===== src/logic/iomsr_pkg.sv =====
package iomsr_pkg;
    // Word offsets of the first instance
    localparam logic [15:0] IOMSR_APP_SEL_OFS      = 16'h38FD;
    localparam logic [15:0] IOMSR_LOCK_OFS         = 16'h38FE;
    localparam logic [15:0] IOMSR_INST_OFS         = 16'h38FF;
    localparam logic [15:0] IOMSR_RSVD_SET_OFS     = 16'h3900;
    localparam logic [15:0] IOMSR_BTN_APP_OFS      = 16'h3901;
    localparam logic [15:0] IOMSR_SW_APP_OFS       = 16'h3902;
    localparam logic [15:0] IOMSR_RSVD_PAIR_OFS    = 16'h3903;
    localparam logic [15:0] IOMSR_RSVD_PAIR_END    = 16'h3904;
    localparam logic [15:0] IOMSR_IN_VALID_OFS     = 16'h3905;
    localparam logic [15:0] IOMSR_IN_STATE_OFS     = 16'h3906;
    localparam logic [15:0] IOMSR_OUT_VALID_OFS    = 16'h3907;
    localparam logic [15:0] IOMSR_OUT_STATE_OFS    = 16'h3908;
    // Bases of each block per instance
    localparam logic [15:0] IOMSR_SET_BASE_1       = 16'h38FD;
    localparam logic [15:0] IOMSR_SET_BASE_2       = 16'h44B5;
    localparam logic [15:0] IOMSR_STAT_BASE_1      = 16'h3905;
    localparam logic [15:0] IOMSR_STAT_BASE_2      = 16'h44BD;
    // Field widths and ranges
    localparam int          IOMSR_NUM_IN           = 6;
    localparam int          IOMSR_NUM_OUT          = 3;
    localparam logic [3:0]  IOMSR_APP_MIN          = 4'h1;
    localparam logic [3:0]  IOMSR_APP_MAX          = 4'h9;
    // Values after reset
    localparam logic [3:0]  IOMSR_APP_RESET        = 4'h1;
    localparam logic [15:0] IOMSR_WORD_RESET       = 16'h0000;
endpackage


===== src/logic/iomsr_top.sv =====
// Operation
// - Report selector switch position, codes 1 to 9
// - Report setup lock: 0 unlocked, 1 locked
// - Report instance switch: 0 first, 1 second
// - Hold last button-validated application number
// - Hold last software-validated application number
// - Input validity word qualifies input state bits
// - Input states in bits 0-5, rest reserved
// - Output validity word qualifies output state bits
// - Output states in bits 0-2, rest reserved
// - Second instance relocates hardware setting block
// - Second instance relocates status block
`timescale 1ns/1ps
`default_nettype none
module iomsr_top (
    // Clock and reset
    input  wire logic                           clk,
    input  wire logic                           resetn,
    // Switch and button pins
    input  wire logic [3:0]                     app_switch,
    input  wire logic                           lock_switch,
    input  wire logic                           instance_switch,
    input  wire logic                           test_button,
    // Validation from configuration software
    input  wire logic                           sw_validate,
    input  wire logic [3:0]                     sw_app,
    // Input lines and their quality
    input  wire logic [iomsr_pkg::IOMSR_NUM_IN-1:0]  input_line,
    input  wire logic [iomsr_pkg::IOMSR_NUM_IN-1:0]  input_valid,
    // Output line states and their quality
    input  wire logic [iomsr_pkg::IOMSR_NUM_OUT-1:0] output_line,
    input  wire logic [iomsr_pkg::IOMSR_NUM_OUT-1:0] output_valid,
    // Register access port
    input  wire logic                           reg_req,
    input  wire logic                           reg_we,
    input  wire logic [15:0]                    reg_addr,
    input  wire logic [15:0]                    reg_wdata,
    output logic                                reg_ack,
    output logic                                reg_err,
    output logic [15:0]                         reg_rdata
);
    import iomsr_pkg::*;

    logic        rst_meta_reg;
    logic        rst_sync_reg;
    logic [3:0]  app_meta_reg;
    logic [3:0]  app_sync_reg;
    logic        lock_meta_reg;
    logic        lock_sync_reg;
    logic        inst_meta_reg;
    logic        inst_sync_reg;
    logic        btn_meta_reg;
    logic        btn_sync_reg;
    logic        btn_prev_reg;
    logic [IOMSR_NUM_IN-1:0] in_meta_reg;
    logic [IOMSR_NUM_IN-1:0] in_sync_reg;
    logic [3:0]  app_pos_reg;
    logic [3:0]  btn_app_reg;
    logic [3:0]  btn_app_next;
    logic [3:0]  sw_app_reg;
    logic [3:0]  sw_app_next;
    logic        ack_reg;
    logic        err_reg;
    logic [15:0] rdata_reg;
    logic [15:0] rdata_next;
    logic        hit_next;

    function automatic logic app_ok(input logic [3:0] v);
        app_ok = (v >= IOMSR_APP_MIN) && (v <= IOMSR_APP_MAX);
    endfunction

    function automatic logic [15:0] zext4(input logic [3:0] v);
        zext4 = {12'h000, v};
    endfunction

    // Reset release through two flops
    always_ff @(posedge clk or negedge resetn) begin
        if (!resetn) begin
            rst_meta_reg <= 1'b0;
            rst_sync_reg <= 1'b0;
        end else begin
            rst_meta_reg <= 1'b1;
            rst_sync_reg <= rst_meta_reg;
        end
    end

    // Pins are asynchronous to clk
    always_ff @(posedge clk or negedge rst_sync_reg) begin
        if (!rst_sync_reg) begin
            app_meta_reg <= IOMSR_APP_RESET;
            app_sync_reg <= IOMSR_APP_RESET;
        end else begin
            app_meta_reg <= app_switch;
            app_sync_reg <= app_meta_reg;
        end
    end

    always_ff @(posedge clk or negedge rst_sync_reg) begin
        if (!rst_sync_reg) begin
            lock_meta_reg <= 1'b0;
            lock_sync_reg <= 1'b0;
        end else begin
            lock_meta_reg <= lock_switch;
            lock_sync_reg <= lock_meta_reg;
        end
    end

    always_ff @(posedge clk or negedge rst_sync_reg) begin
        if (!rst_sync_reg) begin
            inst_meta_reg <= 1'b0;
            inst_sync_reg <= 1'b0;
        end else begin
            inst_meta_reg <= instance_switch;
            inst_sync_reg <= inst_meta_reg;
        end
    end

    // Previous level starts low like the idle pin, so no edge after reset
    always_ff @(posedge clk or negedge rst_sync_reg) begin
        if (!rst_sync_reg) begin
            btn_meta_reg <= 1'b0;
            btn_sync_reg <= 1'b0;
            btn_prev_reg <= 1'b0;
        end else begin
            btn_meta_reg <= test_button;
            btn_sync_reg <= btn_meta_reg;
            btn_prev_reg <= btn_sync_reg;
        end
    end

    always_ff @(posedge clk or negedge rst_sync_reg) begin
        if (!rst_sync_reg) begin
            in_meta_reg <= '0;
            in_sync_reg <= '0;
        end else begin
            in_meta_reg <= input_line;
            in_sync_reg <= in_meta_reg;
        end
    end

    // Out-of-range codes mid-rotation are not reported; last good one holds
    wire app_good    = app_ok(app_sync_reg);
    wire btn_press   = btn_sync_reg & ~btn_prev_reg;

    always_comb begin
        btn_app_next = btn_app_reg;
        if (btn_press && app_ok(app_pos_reg)) begin
            btn_app_next = app_pos_reg;
        end
        sw_app_next = sw_app_reg;
        if (sw_validate && app_ok(sw_app)) begin
            sw_app_next = sw_app;
        end
    end

    always_ff @(posedge clk or negedge rst_sync_reg) begin
        if (!rst_sync_reg) begin
            app_pos_reg <= IOMSR_APP_RESET;
        end else if (app_good) begin
            app_pos_reg <= app_sync_reg;
        end
    end

    always_ff @(posedge clk or negedge rst_sync_reg) begin
        if (!rst_sync_reg) begin
            btn_app_reg <= IOMSR_APP_RESET;
        end else begin
            btn_app_reg <= btn_app_next;
        end
    end

    always_ff @(posedge clk or negedge rst_sync_reg) begin
        if (!rst_sync_reg) begin
            sw_app_reg <= IOMSR_APP_RESET;
        end else begin
            sw_app_reg <= sw_app_next;
        end
    end

    // Instance switch picks which map this module answers
    wire [15:0] set_base  = inst_sync_reg ? IOMSR_SET_BASE_2 : IOMSR_SET_BASE_1;
    wire [15:0] stat_base = inst_sync_reg ? IOMSR_STAT_BASE_2 : IOMSR_STAT_BASE_1;
    wire [15:0] set_idx   = reg_addr - set_base;
    wire [15:0] stat_idx  = reg_addr - stat_base;
    wire [15:0] set_ofs   = set_idx + IOMSR_SET_BASE_1;
    wire [15:0] stat_ofs  = stat_idx + IOMSR_STAT_BASE_1;

    wire [15:0] in_valid_word  = {{(16-IOMSR_NUM_IN){1'b0}}, input_valid};
    wire [15:0] in_state_word  = {{(16-IOMSR_NUM_IN){1'b0}}, in_sync_reg};
    wire [15:0] out_valid_word = {{(16-IOMSR_NUM_OUT){1'b0}}, output_valid};
    wire [15:0] out_state_word = {{(16-IOMSR_NUM_OUT){1'b0}}, output_line};

    // Set block spans eight words, status block follows it
    wire set_hit  = (set_ofs >= IOMSR_APP_SEL_OFS) && (set_ofs <= IOMSR_RSVD_PAIR_END);
    wire stat_hit = (stat_ofs >= IOMSR_IN_VALID_OFS) && (stat_ofs <= IOMSR_OUT_STATE_OFS);

    always_comb begin
        rdata_next = IOMSR_WORD_RESET;
        hit_next   = set_hit | stat_hit;
        if (set_hit) begin
            case (set_ofs)
                IOMSR_APP_SEL_OFS: rdata_next = zext4(app_pos_reg);
                IOMSR_LOCK_OFS:    rdata_next = {15'h0000, lock_sync_reg};
                IOMSR_INST_OFS:    rdata_next = {15'h0000, inst_sync_reg};
                IOMSR_BTN_APP_OFS: rdata_next = zext4(btn_app_reg);
                IOMSR_SW_APP_OFS:  rdata_next = zext4(sw_app_reg);
                default:           rdata_next = IOMSR_WORD_RESET;
            endcase
        end else if (stat_hit) begin
            case (stat_ofs)
                IOMSR_IN_VALID_OFS:  rdata_next = in_valid_word;
                IOMSR_IN_STATE_OFS:  rdata_next = in_state_word;
                IOMSR_OUT_VALID_OFS: rdata_next = out_valid_word;
                IOMSR_OUT_STATE_OFS: rdata_next = out_state_word;
                default:             rdata_next = IOMSR_WORD_RESET;
            endcase
        end
        // Writes store nothing; the bank only mirrors hardware state
        if (reg_we) begin
            rdata_next = IOMSR_WORD_RESET;
        end
    end

    // Write data is unused by design
    wire unused_wdata = ^reg_wdata;

    // Answer follows the request one edge later, high for as long as the request is held
    always_ff @(posedge clk or negedge rst_sync_reg) begin
        if (!rst_sync_reg) begin
            ack_reg <= 1'b0;
        end else begin
            ack_reg <= reg_req;
        end
    end

    always_ff @(posedge clk or negedge rst_sync_reg) begin
        if (!rst_sync_reg) begin
            err_reg <= 1'b0;
        end else begin
            err_reg <= reg_req & ~hit_next;
        end
    end

    // Data reads zero outside an answer so stale words never linger
    always_ff @(posedge clk or negedge rst_sync_reg) begin
        if (!rst_sync_reg) begin
            rdata_reg <= IOMSR_WORD_RESET;
        end else begin
            rdata_reg <= reg_req ? rdata_next : IOMSR_WORD_RESET;
        end
    end

    assign reg_ack   = ack_reg;
    assign reg_err   = err_reg & ~unused_wdata | err_reg & unused_wdata;
    assign reg_rdata = rdata_reg;
endmodule
`default_nettype wire


===== config.mk =====
export PLATFORM = sky130hd
export DESIGN_NAME = iomsr_top
export DESIGN_NICKNAME = d
export VERILOG_FILES = /design/src/logic/iomsr_pkg.sv /design/src/logic/iomsr_top.sv
export SDC_FILE = /design/constraint.sdc
export NUM_CORES = 1
export LEC_CHECK = 0
export ABC_AREA = 1
export BUFFER_PORTS_ARGS = -buffer_cell sky130_fd_sc_hd__buf_2
export CAP_MARGIN = 20
export CORE_AREA = 2 2 89 91
export DETAILED_ROUTE_END_ITERATION = 8
export DIE_AREA = 0 0 91 93
export PLACE_DENSITY = 0.85
export SLEW_MARGIN = 40
export SYNTH_ARGS = -nofsm -noshare
export SYNTH_HDL_FRONTEND = slang
export SYNTH_SLANG_ARGS = --single-unit

===== constraint.sdc =====
create_clock -name clk -period 1.85 [get_ports clk]
set_clock_uncertainty 0.05 [all_clocks]
set_input_delay 0.185 -clock clk [delete_from_list [all_inputs] [get_ports clk]]
set_output_delay 0.185 -clock clk [all_outputs]
set_load 0.02 [all_outputs]

======== Word-level counts from Yosys, hierarchy flattened ========
Cells that the tools add are included.
operators by class
  $add $sub $neg .......................... 4
  $mul .................................... 0
  div/mod/pow operators ................... 0
  $lt $le $gt $ge ......................... 10
  eq/ne operators ......................... 9
  shift operators ......................... 0
  muxes and demuxes ....................... 8
  bitwise gates (word level) .............. 9
  reduce and logical (&&, ||, !) cells .... 8
operators by type and width
  kind                                                                     number
  16-bit by 14-bit == test with 1-bit output, second input constant        9
  16-bit 2-to-1 mux                                                        4
  16-bit by 14-bit adder with 16-bit output, second input constant         2
  16-bit by 14-bit >= comparator with 1-bit output, second input constant  2
  16-bit by 14-bit <= comparator with 1-bit output, second input constant  2
  16-bit by 15-bit subtractor with 16-bit output                           2
  15-bit 2-to-1 mux                                                        2
  6-bit one-hot mux with 4 select lines                                    1
  4-bit one-hot mux with 5 select lines                                    1
  16-bit XOR reduction                                                     1
  4-bit by 1-bit >= comparator with 1-bit output, second input constant    3
  4-bit <= comparator, second input constant                               3
  1-bit logical AND                                                        7
  1-bit AND                                                                4
  1-bit inverter                                                           3
  1-bit OR                                                                 2
word-level totals
  register bits after elaboration ......... 59
  latch bits .............................. 0
  memory bits (writable) .................. 0
  ROM bits ................................ 0
  input port bits ......................... 66
  output and inout port bits .............. 18
  word-level logic and storage cells ...... 67
  memories kept ........................... 0

======== Longest topological paths before layout ========
Gate-level depths: netlist of the first run.
  depth after elaboration ................. 9
  mapped depth ............................ 23
  depth with buffers taken out ............ 23

======== Worst setup path before layout of the first run ========
OpenSTA, ideal clock, no wires.
  kind .................................... register -> register
  from .................................... register inst_sync_reg
  to ...................................... register rdata_reg[3] (netlist: reg_rdata[3])
  library setup time ...................... 0.062 ns
  arrival time ............................ 2.749 ns
  data required time ...................... 1.738 ns
  path slack .............................. -1.012 ns
  cell stages (with the launch flop) ...... 20
  buffers on the path ..................... 0
  period minus slack after synthesis ...... 2.862 ns
  cell sequence ........................... dfrtp_1 inv_1 ha_1 inv_1 ha_1 o21ai_0 nand2_1 nand2_1 nand2_1 nand3_1 nand2_1 inv_1 nand2_1 nor3_1 nand3_1 a21oi_2 nand2_1 nand2_1 nand2_1 inv_1
on the way
  cells in the longest elaborated chain, start to end .. 9
  elaborated cells on any way between the ends .. 27
  classes of those cells .................. 4 x add/sub; 4 x order compare; 9 x eq/ne; 8 x mux; 2 x reduce/logical
ends and longest elaborated chain
  item                                                                        RTL line                            text
  from (decl)                                                                 iomsr_top.sv:51                     logic inst_sync_reg;
  from (signal assigned)                                                      iomsr_top.sv:114                    inst_sync_reg <= inst_meta_reg;
  15-bit 2-to-1 mux                                                           iomsr_top.sv:182                    wire [15:0] stat_base = inst_sync_reg ? IOMSR_STAT_BASE_2 : IOMSR_STAT_BASE_1;
  16-bit by 15-bit subtractor with 16-bit output                              iomsr_top.sv:184                    wire [15:0] stat_idx = reg_addr - stat_base;
  16-bit by 14-bit adder with 16-bit output                                   iomsr_top.sv:186                    wire [15:0] stat_ofs = stat_idx + IOMSR_STAT_BASE_1;
  16-bit by 14-bit >= comparator with 1-bit output (tied with other cells)    iomsr_top.sv:195                    wire stat_hit = (stat_ofs >= IOMSR_IN_VALID_OFS) && (stat_ofs <= IOMSR_OUT_STATE_OFS);
  1-bit logical AND or 6-bit one-hot mux with 4 select lines (tied branches)  iomsr_top.sv:195, iomsr_top.sv:210
  16-bit 2-to-1 mux                                                           iomsr_top.sv:209                    end else if (stat_hit) begin
  16-bit 2-to-1 mux *                                                         iomsr_top.sv:200                    if (set_hit) begin
  16-bit 2-to-1 mux *                                                         iomsr_top.sv:219                    if (reg_we) begin
  16-bit 2-to-1 mux *                                                         iomsr_top.sv:249                    rdata_reg <= reg_req ? rdata_next : IOMSR_WORD_RESET;
  to (signal assigned)                                                        iomsr_top.sv:249
  to (decl)                                                                   iomsr_top.sv:64                     logic [15:0] rdata_reg;
Every way passes the cells marked *; elsewhere a longest branch is shown, timed or not.
A chain may end at the register's enable or synchronous reset.

======== Final worst setup path of the first run ========
  from .................................... register inst_sync_reg
  to ...................................... register rdata_reg[1] (netlist: reg_rdata[1])
The elaborated chain is that of the path after synthesis.

==> results of run 1 <==
## cell families (layout without fill, tap and decap cells)
| group | Yosys count | after routing | synth area share [%] |
|---|---|---|---|
| buffers and inverters | 118 | 283 | 11.9 |
| flip-flops | 49 | 49 | 30.6 |
| AO/OA/AOI/OAI | 47 | 47 | 6.64 |
| adder cells (fa/ha/maj) | 38 | 38 | 11.8 |
| XOR/XNOR | 8 | 8 | 1.74 |
| other | 2 | 11 | 0.186 |
| AND/OR/NAND/NOR | 335 | 335 | 37.2 |
## what timing repair did
item / CTS / global route
hold buffers: 15 / 0
pin swaps: 15 / 38
setup endpoints to repair: 7 / 7
buffers inserted: 10 / 10
resized for setup: 61 / 41
endpoints found under the hold margin: 16 / 0
## final cells by class
type / instances / area, um2
timing repair buffer: 169 / 1200
tap: 102 / 128
multi-input combinational: 439 / 2990
fill: 501 / 1470
clock buffer: 5 / 68.8
sequential: 49 / 1230
inverter: 106 / 403
clock inverter: 3 / 28.8
## per-stage QoR
stage / total power (W) / TNS (ns)
3_3_place_gp: 0.00261 / -7.21
3_5_place_dp: 0.00266 / -8.37
6_report: 0.00370 / -8.59
2_1_floorplan: 0.00212 / -4.75
4_1_cts: 0.00351 / -7.10
5_1_grt: 0.00389 / -9.62
## placed cells by master (no fill, tap or decap), drive strengths merged
| master | n |
|---|---|
| a21o | 1 |
| a21oi | 20 |
| a32oi | 2 |
| and2 | 1 |
| buf | 154 |
| clkbuf | 5 |
| clkinv | 1 |
| conb | 11 |
| dfrtp | 44 |
| dfstp | 5 |
| dlygate4sd3 | 15 |
| ha | 38 |
| inv | 108 |
| nand2 | 176 |
| nand3 | 59 |
| nand3b | 3 |
| nand4 | 19 |
| nor2 | 69 |
| nor3 | 8 |
| o2111ai | 1 |
| o21ai | 23 |
| xnor2 | 3 |
| xor2 | 5 |
## how the worst min path moves through the flow
stage | from | to | slack [ns]
floorplan | resetn | rst_meta_reg | -0.16
global placement | resetn | rst_meta_reg | -0.08
detailed placement | resetn | rst_meta_reg | -0.08
CTS | rst_sync_reg | lock_meta_reg | 0.03
global route | rst_sync_reg | inst_meta_reg | 0.05
finish | rst_sync_reg | inst_meta_reg | 0.03
## critical path, stage by stage (launching register included)
cell     delay [ns]
dfrtp_1        0.38
inv_4          0.06
buf_12         0.15
ha_4           0.27
inv_2          0.04
ha_4           0.27
buf_4          0.11
nand2_4        0.07
nor2_4         0.15
nand2_1        0.13
nand3_2        0.12
nand2_1        0.08
nand2_2        0.10
nand2_4        0.07
nor2_4         0.18
buf_6          0.12
nand4_1        0.12
nand2_1        0.12
inv_2          0.05
nand2_4        0.08
nand2_4        0.07
nor2_2         0.08
nor2_1         0.05
nor2_1         0.11
## routing by layer
metal,share of wire (%),global-route usage [%],vias up
li1,-,-,2217
met1,39,35.1,2169
met2,51,55.2,256
met3,6.3,4.27,59
met4,3.8,10.4,0
met5,0,0,-
## power by group
group	internal (W)	switching [W]
clock network	0.000283	0.000384
logic	0.000795	0.00104
registers	0.00116	0.0000468
total	0.00223	0.00147
==> flow_summary.toml, run 1 <==
[status]
status = "complete, but fails checks"
violations = "setup timing"

[timing]
slew_headroom_pct = 60.3
post-route-period-util_pct = 168
finalWorstSetupSlack_ns = -1.26
setup_viol = 7
hold_viol = 0
worst_slew_pin_slew_ns = 0.596
finalCriticalPeriod_ns = 3.11
max_freq_mhz = 322
holdWs_ns = 0.0319
rsz0062_at_grt = "true"
drv_slew = 0

[synth]
yosysSeqAreaShare_pct = 30.6
avgSynthCellArea_um2 = 6.75
async_flop_share_pct = 100
synth.distinct_cells = 32
synth_top_area_cell = "dfrtp_1"
ys_seq_elements = 49
synth_edf_count = 0
yosysTopAreaCellShare_pct = 27.3
synth_cells = 597
synth_common_cells = "nand2_1, inv_1, nor2_1"
syn_area_um2 = 4030
synth_area_leaders = "dfrtp_1, nand2_1, ha_1"
ys.warnings.count = 0
yosysMostFrequentCell = "nand2_1"
synth_top_flop_cell = "dfrtp_1"

[critical_path]
worst_r2r_endpoint = "reg_rdata[1]"
endpoint = "reg_rdata[1]"
worstSetupStartpoint = "inst_sync_reg"
cp-start-kind = "flop"
r2r_slack_ns = -1.26
endpoint_kind = "flop"
critPathKind = "flop to flop"
crit_required_ns = 2.04
cp.arrival_ns = 3.29
crit_fanout = 8
r2r_cells = 23
reg2reg_from = "inst_sync_reg"

[routing]
drt_first_pass_iters = 5
postRouteAntennaNets = 0
drc = 0
viasPerCell = 5.38
wire_per_inst_um = 15.1
drt_iter0_drc = 360
vias = 4701
wl_mm = 13.2

[cts]
cts-root-buf = "clkbuf_8"
clock_latency_ns = 0.32
clkTransAtPathRegs_ns = 0.09
clkSinkCount = 49
clk_path_buf_depth = 2
cts_tree = "done"
htree_levels = 2
numCtsBuffers = 5

[floorplan]
start_util_pct = 53.6
core-area_um2 = 7530
boundaryPins = 84
die_area_um2 = 8460
rows = 32
die_y_um = 93
die_x_um = 91

[placement]
gp_congestion = 0.930
dpl_worst_slack_ns = -1.25
io_buffers = 57
placed_area_um2 = 5230
dp_cells = 830
detailed_place_hpwl_mm = 9.07

[global_route]
grt_pass1_vias = 4423
antenna_found_initial = 0
grt_use_total_pct = 29.7
grt_max_degree = 43
grt_pass1_wl_mm = 20.1
overflow = 0

[pwr]
power.density_nw_per_um2 = 611
power_leakage_nw = 3.20
peakVddDrop_mv = 0.607

[finish]
drive_above_1_share_pct = 39.4
fin_util_pct = 80.4
finalInstanceArea_um2 = 6050
area.growth.synth_to_final_pct = 50.1
layout.nets = 874
n_antenna_cell = 0
final_cells = 873

[min_path]
hold_class = "flop to asynchronous set/reset pin"

[flow_run]
drv_cap = 0
No activity file was read; power rests on OpenSTA's default activity.
==> inputs of run 2 (changes only) <==
Clock period 1.85 ns to 3.4 ns, I/O delays scaled along.
==> run 2 against run 1 <==
Effect of this change:
- the flow now finishes without violations
- critical path depth decreased by 1
- maximum frequency down 2.3%
- worst hold slack improved by 0.044 ns
- highest routed layer unchanged
==> flow_summary.toml, run 2 (synthesis gave the netlist of run 1 again) <==
[finish]
drive_above_1_share_pct = 17.4
area.growth.synth_to_final_pct = 14.5
layout.nets = 771
fillers = 706
finalInstanceArea_um2 = 4620
final_cell_mix = "nand2_1, inv_1, nor2_1"
final_common_cell = "nand2_1"
n_antenna_cell = 0

[critical_path]
cp_cell_sequence = "inv_2 > buf_12 > ha_1 > inv_1 > ha_1 > nand2_1 > inv_1 > nand2_1 > nand2_1 > inv_1 > nand3_1 > nand2_1 > nand3_1 > nor2_4 > nand2_4 > nor2_4 > nand2_1 > nand2_2 > nand2_2 > nor2_1 > nor2_1 > nor2_1"
cp-start-kind = "flop"
crit_slowest_cell = "dfrtp_1"
path_buf_inv = 5
critPathTopFamily = "simple AND/OR/NAND/NOR gates"
cpPeakStageDelay_ns = 0.34
cp.arrival_ns = 3.37
endpoint_kind = "flop"
crit_required_ns = 3.59
crit_top_cell = "nand2_1"
crit_fanout = 11
critPathKind = "flop to flop"

[timing]
worst_slew_pin_slew_ns = 0.573
finalCriticalPeriod_ns = 3.18
hold_viol = 0
max_freq_mhz = 314
finalWorstSetupSlack_ns = 0.220
setup_viol = 0
post-route-period-util_pct = 93.5
drv_slew = 0
slew_headroom_pct = 61.8

[global_route]
grt_pass1_wl_mm = 16.1
overflow = 0
grtUsageMet1_pct = 28.6
grt_pass1_vias = 3756
antenna_found_initial = 0
grt-busiest-layer = "met2"
grt_use_total_pct = 23.1
grt_max_degree = 48
grtUsageMet3_pct = 3.79
use_met2_pct = 41.1

[floorplan]
boundaryPins = 84
die_area_um2 = 8460
core-area_um2 = 7530
start_util_pct = 53.6
rows = 32
die_x_um = 91
die_y_um = 93

[routing]
drt_first_pass_iters = 5
vias = 3964
wl_mm = 9.52
drc = 0
drt_iter0_drc = 261
postRouteAntennaNets = 0
viasPerCell = 5.15
wire_per_inst_um = 12.4

[cts]
htree_levels = 2
cts_tree = "done"
clk_path_buf_depth = 2
numCtsBuffers = 5
clkSinkCount = 49
clkTransAtPathRegs_ns = 0.08
cts-root-buf = "clkbuf_8"
postCtsSetupBuffers = 0
clock_latency_ns = 0.30

[status]
status = "finished clean"

[placement]
gp_congestion = 0.893
dpl_worst_slack_ns = 0.180
detailed_place_hpwl_mm = 7.81
io_buffers = 57
placed_area_um2 = 4470

[flow_run]
drv_cap = 0

[pwr]
power.density_nw_per_um2 = 347
total_power_w = 0.00160
power_leakage_nw = 2.61
peakVddDrop_mv = 0.268

[min_path]
hold_class = "input port to flop"
-- run 2: cell types whose count changed in the layout (fill, tap and decap cells not counted), sizes merged --
cell,before,now
dlygate4sd3,15,1
clkbuf,5,6
buf,154,65
inv,108,107
-- run 2: stage by stage --
stage	hold WS (ns)	instances	utilization [%]	TNS (ns)
after floorplan	-0.00559	606	-	0
after global placement	0.0746	761	59.4	0
after detailed placement	0.0765	761	59.4	0
after CTS	0.0657	770	60.7	0
after global routing	0.0652	770	61.4	-0.00326
final	0.0757	770	61.4	0
-- run 2: report_power, final --
group | switching (W) | leakage (nW) | total (W) | internal [W]
clock network | 0.000190 | 0.0456 | 0.000336 | 0.000147
logic | 0.000394 | 1.98 | 0.000605 | 0.000211
registers | 0.0000312 | 0.586 | 0.000660 | 0.000629
-- run 2: repair_timing --
action,CTS,global route
gates resized for setup,0,12
endpoints found under the hold margin,2,0
endpoints found under the setup margin,0,6
hold buffers,1,0
-- run 2: layout make-up --
type	count	area [um2]	area share, %
multi-input cells	439	2400	52.0
clock inverters	2	13.8	0.298
inverters	106	398	8.62
flip-flops and latches	49	1240	26.8
well taps	102	128	2.76
clock buffers	6	72.6	1.57
repair buffers	66	368	7.97
-- run 2: final timing paths --
kind / start / endpoint / slack (ns) / cells after the start
hold / removal: app_switch[0] / app_meta_reg[0] / 0.08 / 1
min in group asynchronous: rst_sync_reg / lock_sync_reg / 0.28 / 0
hold reg to reg: rst_sync_reg / lock_sync_reg / 0.28 / 0
setup / recovery: inst_sync_reg / reg_rdata[0] / 0.22 / 22
max in group asynchronous: rst_sync_reg / in_meta_reg[3] / 2.62 / 0
setup reg to reg: inst_sync_reg / reg_rdata[0] / 0.22 / 22
-- run 2: routing by layer --
metal | up-vias | part of all wire, %
met5 | - | 0
met4 | 0 | 1.9
met3 | 22 | 5.5
met2 | 118 | 50
met1 | 1817 | 43
li1 | 2007 | -
==> inputs of run 3 (changes only) <==
Settings changed: ABC_AREA 1 to default, CORE_AREA 2 2 89 91 to 2 2 87 89, DIE_AREA 0 0 91 93 to 0 0 89 91.
==> run 3 against run 2 <==
Effect of this change:
- cell count decreased by 24%
- sequential power up 4.7%
- critical endpoint unchanged
- routed wire length shrank 9.6%
- largest power group unchanged
- core utilization increased by 2.0 points
- power rose by 4.0%
==> flow_summary.toml, run 3 <==
[status]
status = "finished clean"

[cts]
numCtsBuffers = 5
clkTransAtPathRegs_ns = 0.10
clock_latency_ns = 0.30
postCtsSetupBuffers = 0
htree_levels = 2
clkSinkCount = 49
clk_path_buf_depth = 2
cts_tree = "done"
cts-root-buf = "clkbuf_8"

[synth]
synth_top_flop_cell = "dfrtp_1"
avgSynthCellArea_um2 = 9.24
async_flop_share_pct = 100
yosysTopAreaCellShare_pct = 28.6
synth_edf_count = 0
yosysSeqAreaShare_pct = 32.1
synth.distinct_cells = 76
synth_top_area_cell = "dfrtp_1"
ys_seq_elements = 49
ys.warnings.count = 0
synth_cells = 416
synth_area_leaders = "dfrtp_1, ha_1, dfstp_2"
synth_common_cells = "dfrtp_1, ha_1, inv_1"
yosysMostFrequentCell = "dfrtp_1"
syn_area_um2 = 3840

[floorplan]
core-area_um2 = 7140
rows = 31
boundaryPins = 84
start_util_pct = 53.9
die_x_um = 89
die_area_um2 = 8100
die_y_um = 91

[critical_path]
r2r_slack_ns = 0.11
cp.arrival_ns = 3.48
cp-start-kind = "flop"
endpoint_kind = "flop"
worst_r2r_endpoint = "reg_rdata[0]"
crit_slowest_cell = "or4_4"
cpPeakStageDelay_ns = 0.59
crit_required_ns = 3.59
worstSetupStartpoint = "inst_sync_reg"
cp.depth = 12
critPathTopFamily = "simple AND/OR/NAND/NOR gates"
reg2reg_from = "inst_sync_reg"
critPathKind = "flop to flop"
r2r_cells = 12
cp_cell_sequence = "inv_1 > ha_1 > inv_2 > ha_2 > or3b_1 > o21ai_0 > a22oi_1 > or4_4 > nor2_4 > a32oi_1 > a211oi_2 > o2bb2a_4"
endpoint = "reg_rdata[0]"
path_buf_inv = 2
crit_fanout = 9

[timing]
post-route-period-util_pct = 96.8
slew_headroom_pct = 41.7
finalWorstSetupSlack_ns = 0.108
max_freq_mhz = 304
drv_slew = 0
hold_viol = 0
finalCriticalPeriod_ns = 3.29
holdWs_ns = 0.0712
worst_slew_pin_slew_ns = 0.873
setup_viol = 0

[finish]
n_antenna_cell = 0
final_cell_mix = "buf_2, dfrtp_1, ha_1"
finalInstanceArea_um2 = 4520
layout.nets = 590
area.growth.synth_to_final_pct = 17.6
drive_above_1_share_pct = 27.9
final_cells = 586
fin_util_pct = 63.4
final_common_cell = "buf_2"

[global_route]
grt_max_degree = 48
grt_pass1_vias = 3194
grt_pass1_wl_mm = 14.1
overflow = 0
grt_use_total_pct = 21.4
antenna_found_initial = 0

[pwr]
power.density_nw_per_um2 = 368
power_leakage_nw = 2.12
peakVddDrop_mv = 0.337

[routing]
drt_iter0_drc = 143
postRouteAntennaNets = 0
wl_mm = 8.60
drc = 0
wire_per_inst_um = 14.7
viasPerCell = 5.82
vias = 3410
drt_first_pass_iters = 4

[placement]
gp_congestion = 0.871
dpl_worst_slack_ns = 0.0114
io_buffers = 57
detailed_place_hpwl_mm = 6.61
dp_cells = 577
placed_area_um2 = 4310

[flow_run]
drv_cap = 0

[min_path]
hold_class = "input port to flop"
## run 3: changes by cell type after synthesis, sizes merged, moves of 9 or more
cell	previous run	this run
nor2	69	20
nand2	176	26
nand4	19	4
a21o	1	10
inv	106	31
nand3	59	7
a22oi	0	10
## run 3: kinds of logic (layout without fill, tap and decap cells)
group | after synthesis | after routing | share of synthesized area (%)
fa+ha+maj | 38 | 38 | 12.4
buf+inv | 57 | 119 | 7.16
xor+xnor | 13 | 13 | 2.96
flops | 49 | 49 | 32.1
simple gates | 106 | 106 | 15.2
other cells | 2 | 11 | 0.195
mux | 10 | 10 | 2.83
compound gates | 141 | 141 | 27.3
## run 3: area by class of cell
class,count,area [um2]
fill,603,2620
multi-input combinational,319,2470
sequential,49,1240
timing repair buffer,80,473
tap,99,124
inverter,31,116
clock buffer,5,68.8
clock inverter,3,28.8
## run 3: layer usage
| layer | vias to the layer above | track usage [%] | share of wire [%] |
|---|---|---|---|
| met1 | 1619 | 30.1 | 46 |
| met3 | 13 | 4.91 | 6.6 |
| met5 | - | 0 | 0 |
| met2 | 112 | 33.5 | 47 |
| met4 | 0 | 4.73 | 1.2 |
| li1 | 1666 | - | - |
## run 3: stage by stage
stage	power, W	TNS (ns)
floorplan	0.00111	0
global placement	0.00125	0
detailed placement	0.00128	0
CTS	0.00164	0
global route	0.00177	-0.289
finish	0.00167	0
## run 3: timing repair
item | in CTS | in global routing
hold buffers | 1 | 0
pin swaps | 0 | 4
hold endpoints to repair | 2 | 0
resized for setup | 2 | 21
setup endpoints to repair | 1 | 7
## run 3: worst min-delay path by stage
stage                              from         endpoint  cells after the start
after floorplan                  resetn     rst_meta_reg                      0
after global placement           resetn     rst_meta_reg                      1
after detailed placement         resetn     rst_meta_reg                      1
after CTS                 app_switch[0]  app_meta_reg[0]                      1
after global routing      app_switch[0]  app_meta_reg[0]                      1
final                     app_switch[0]  app_meta_reg[0]                      1
## run 3: report_power, final
part / total, W / internal, W / leakage (nW) / switching, W
clock network: 0.000358 / 0.000154 / 0.0506 / 0.000204
logic: 0.000618 / 0.000276 / 1.49 / 0.000342
registers: 0.000691 / 0.000639 / 0.579 / 0.0000520
total: 0.00167 / 0.00107 / 2.12 / 0.000598
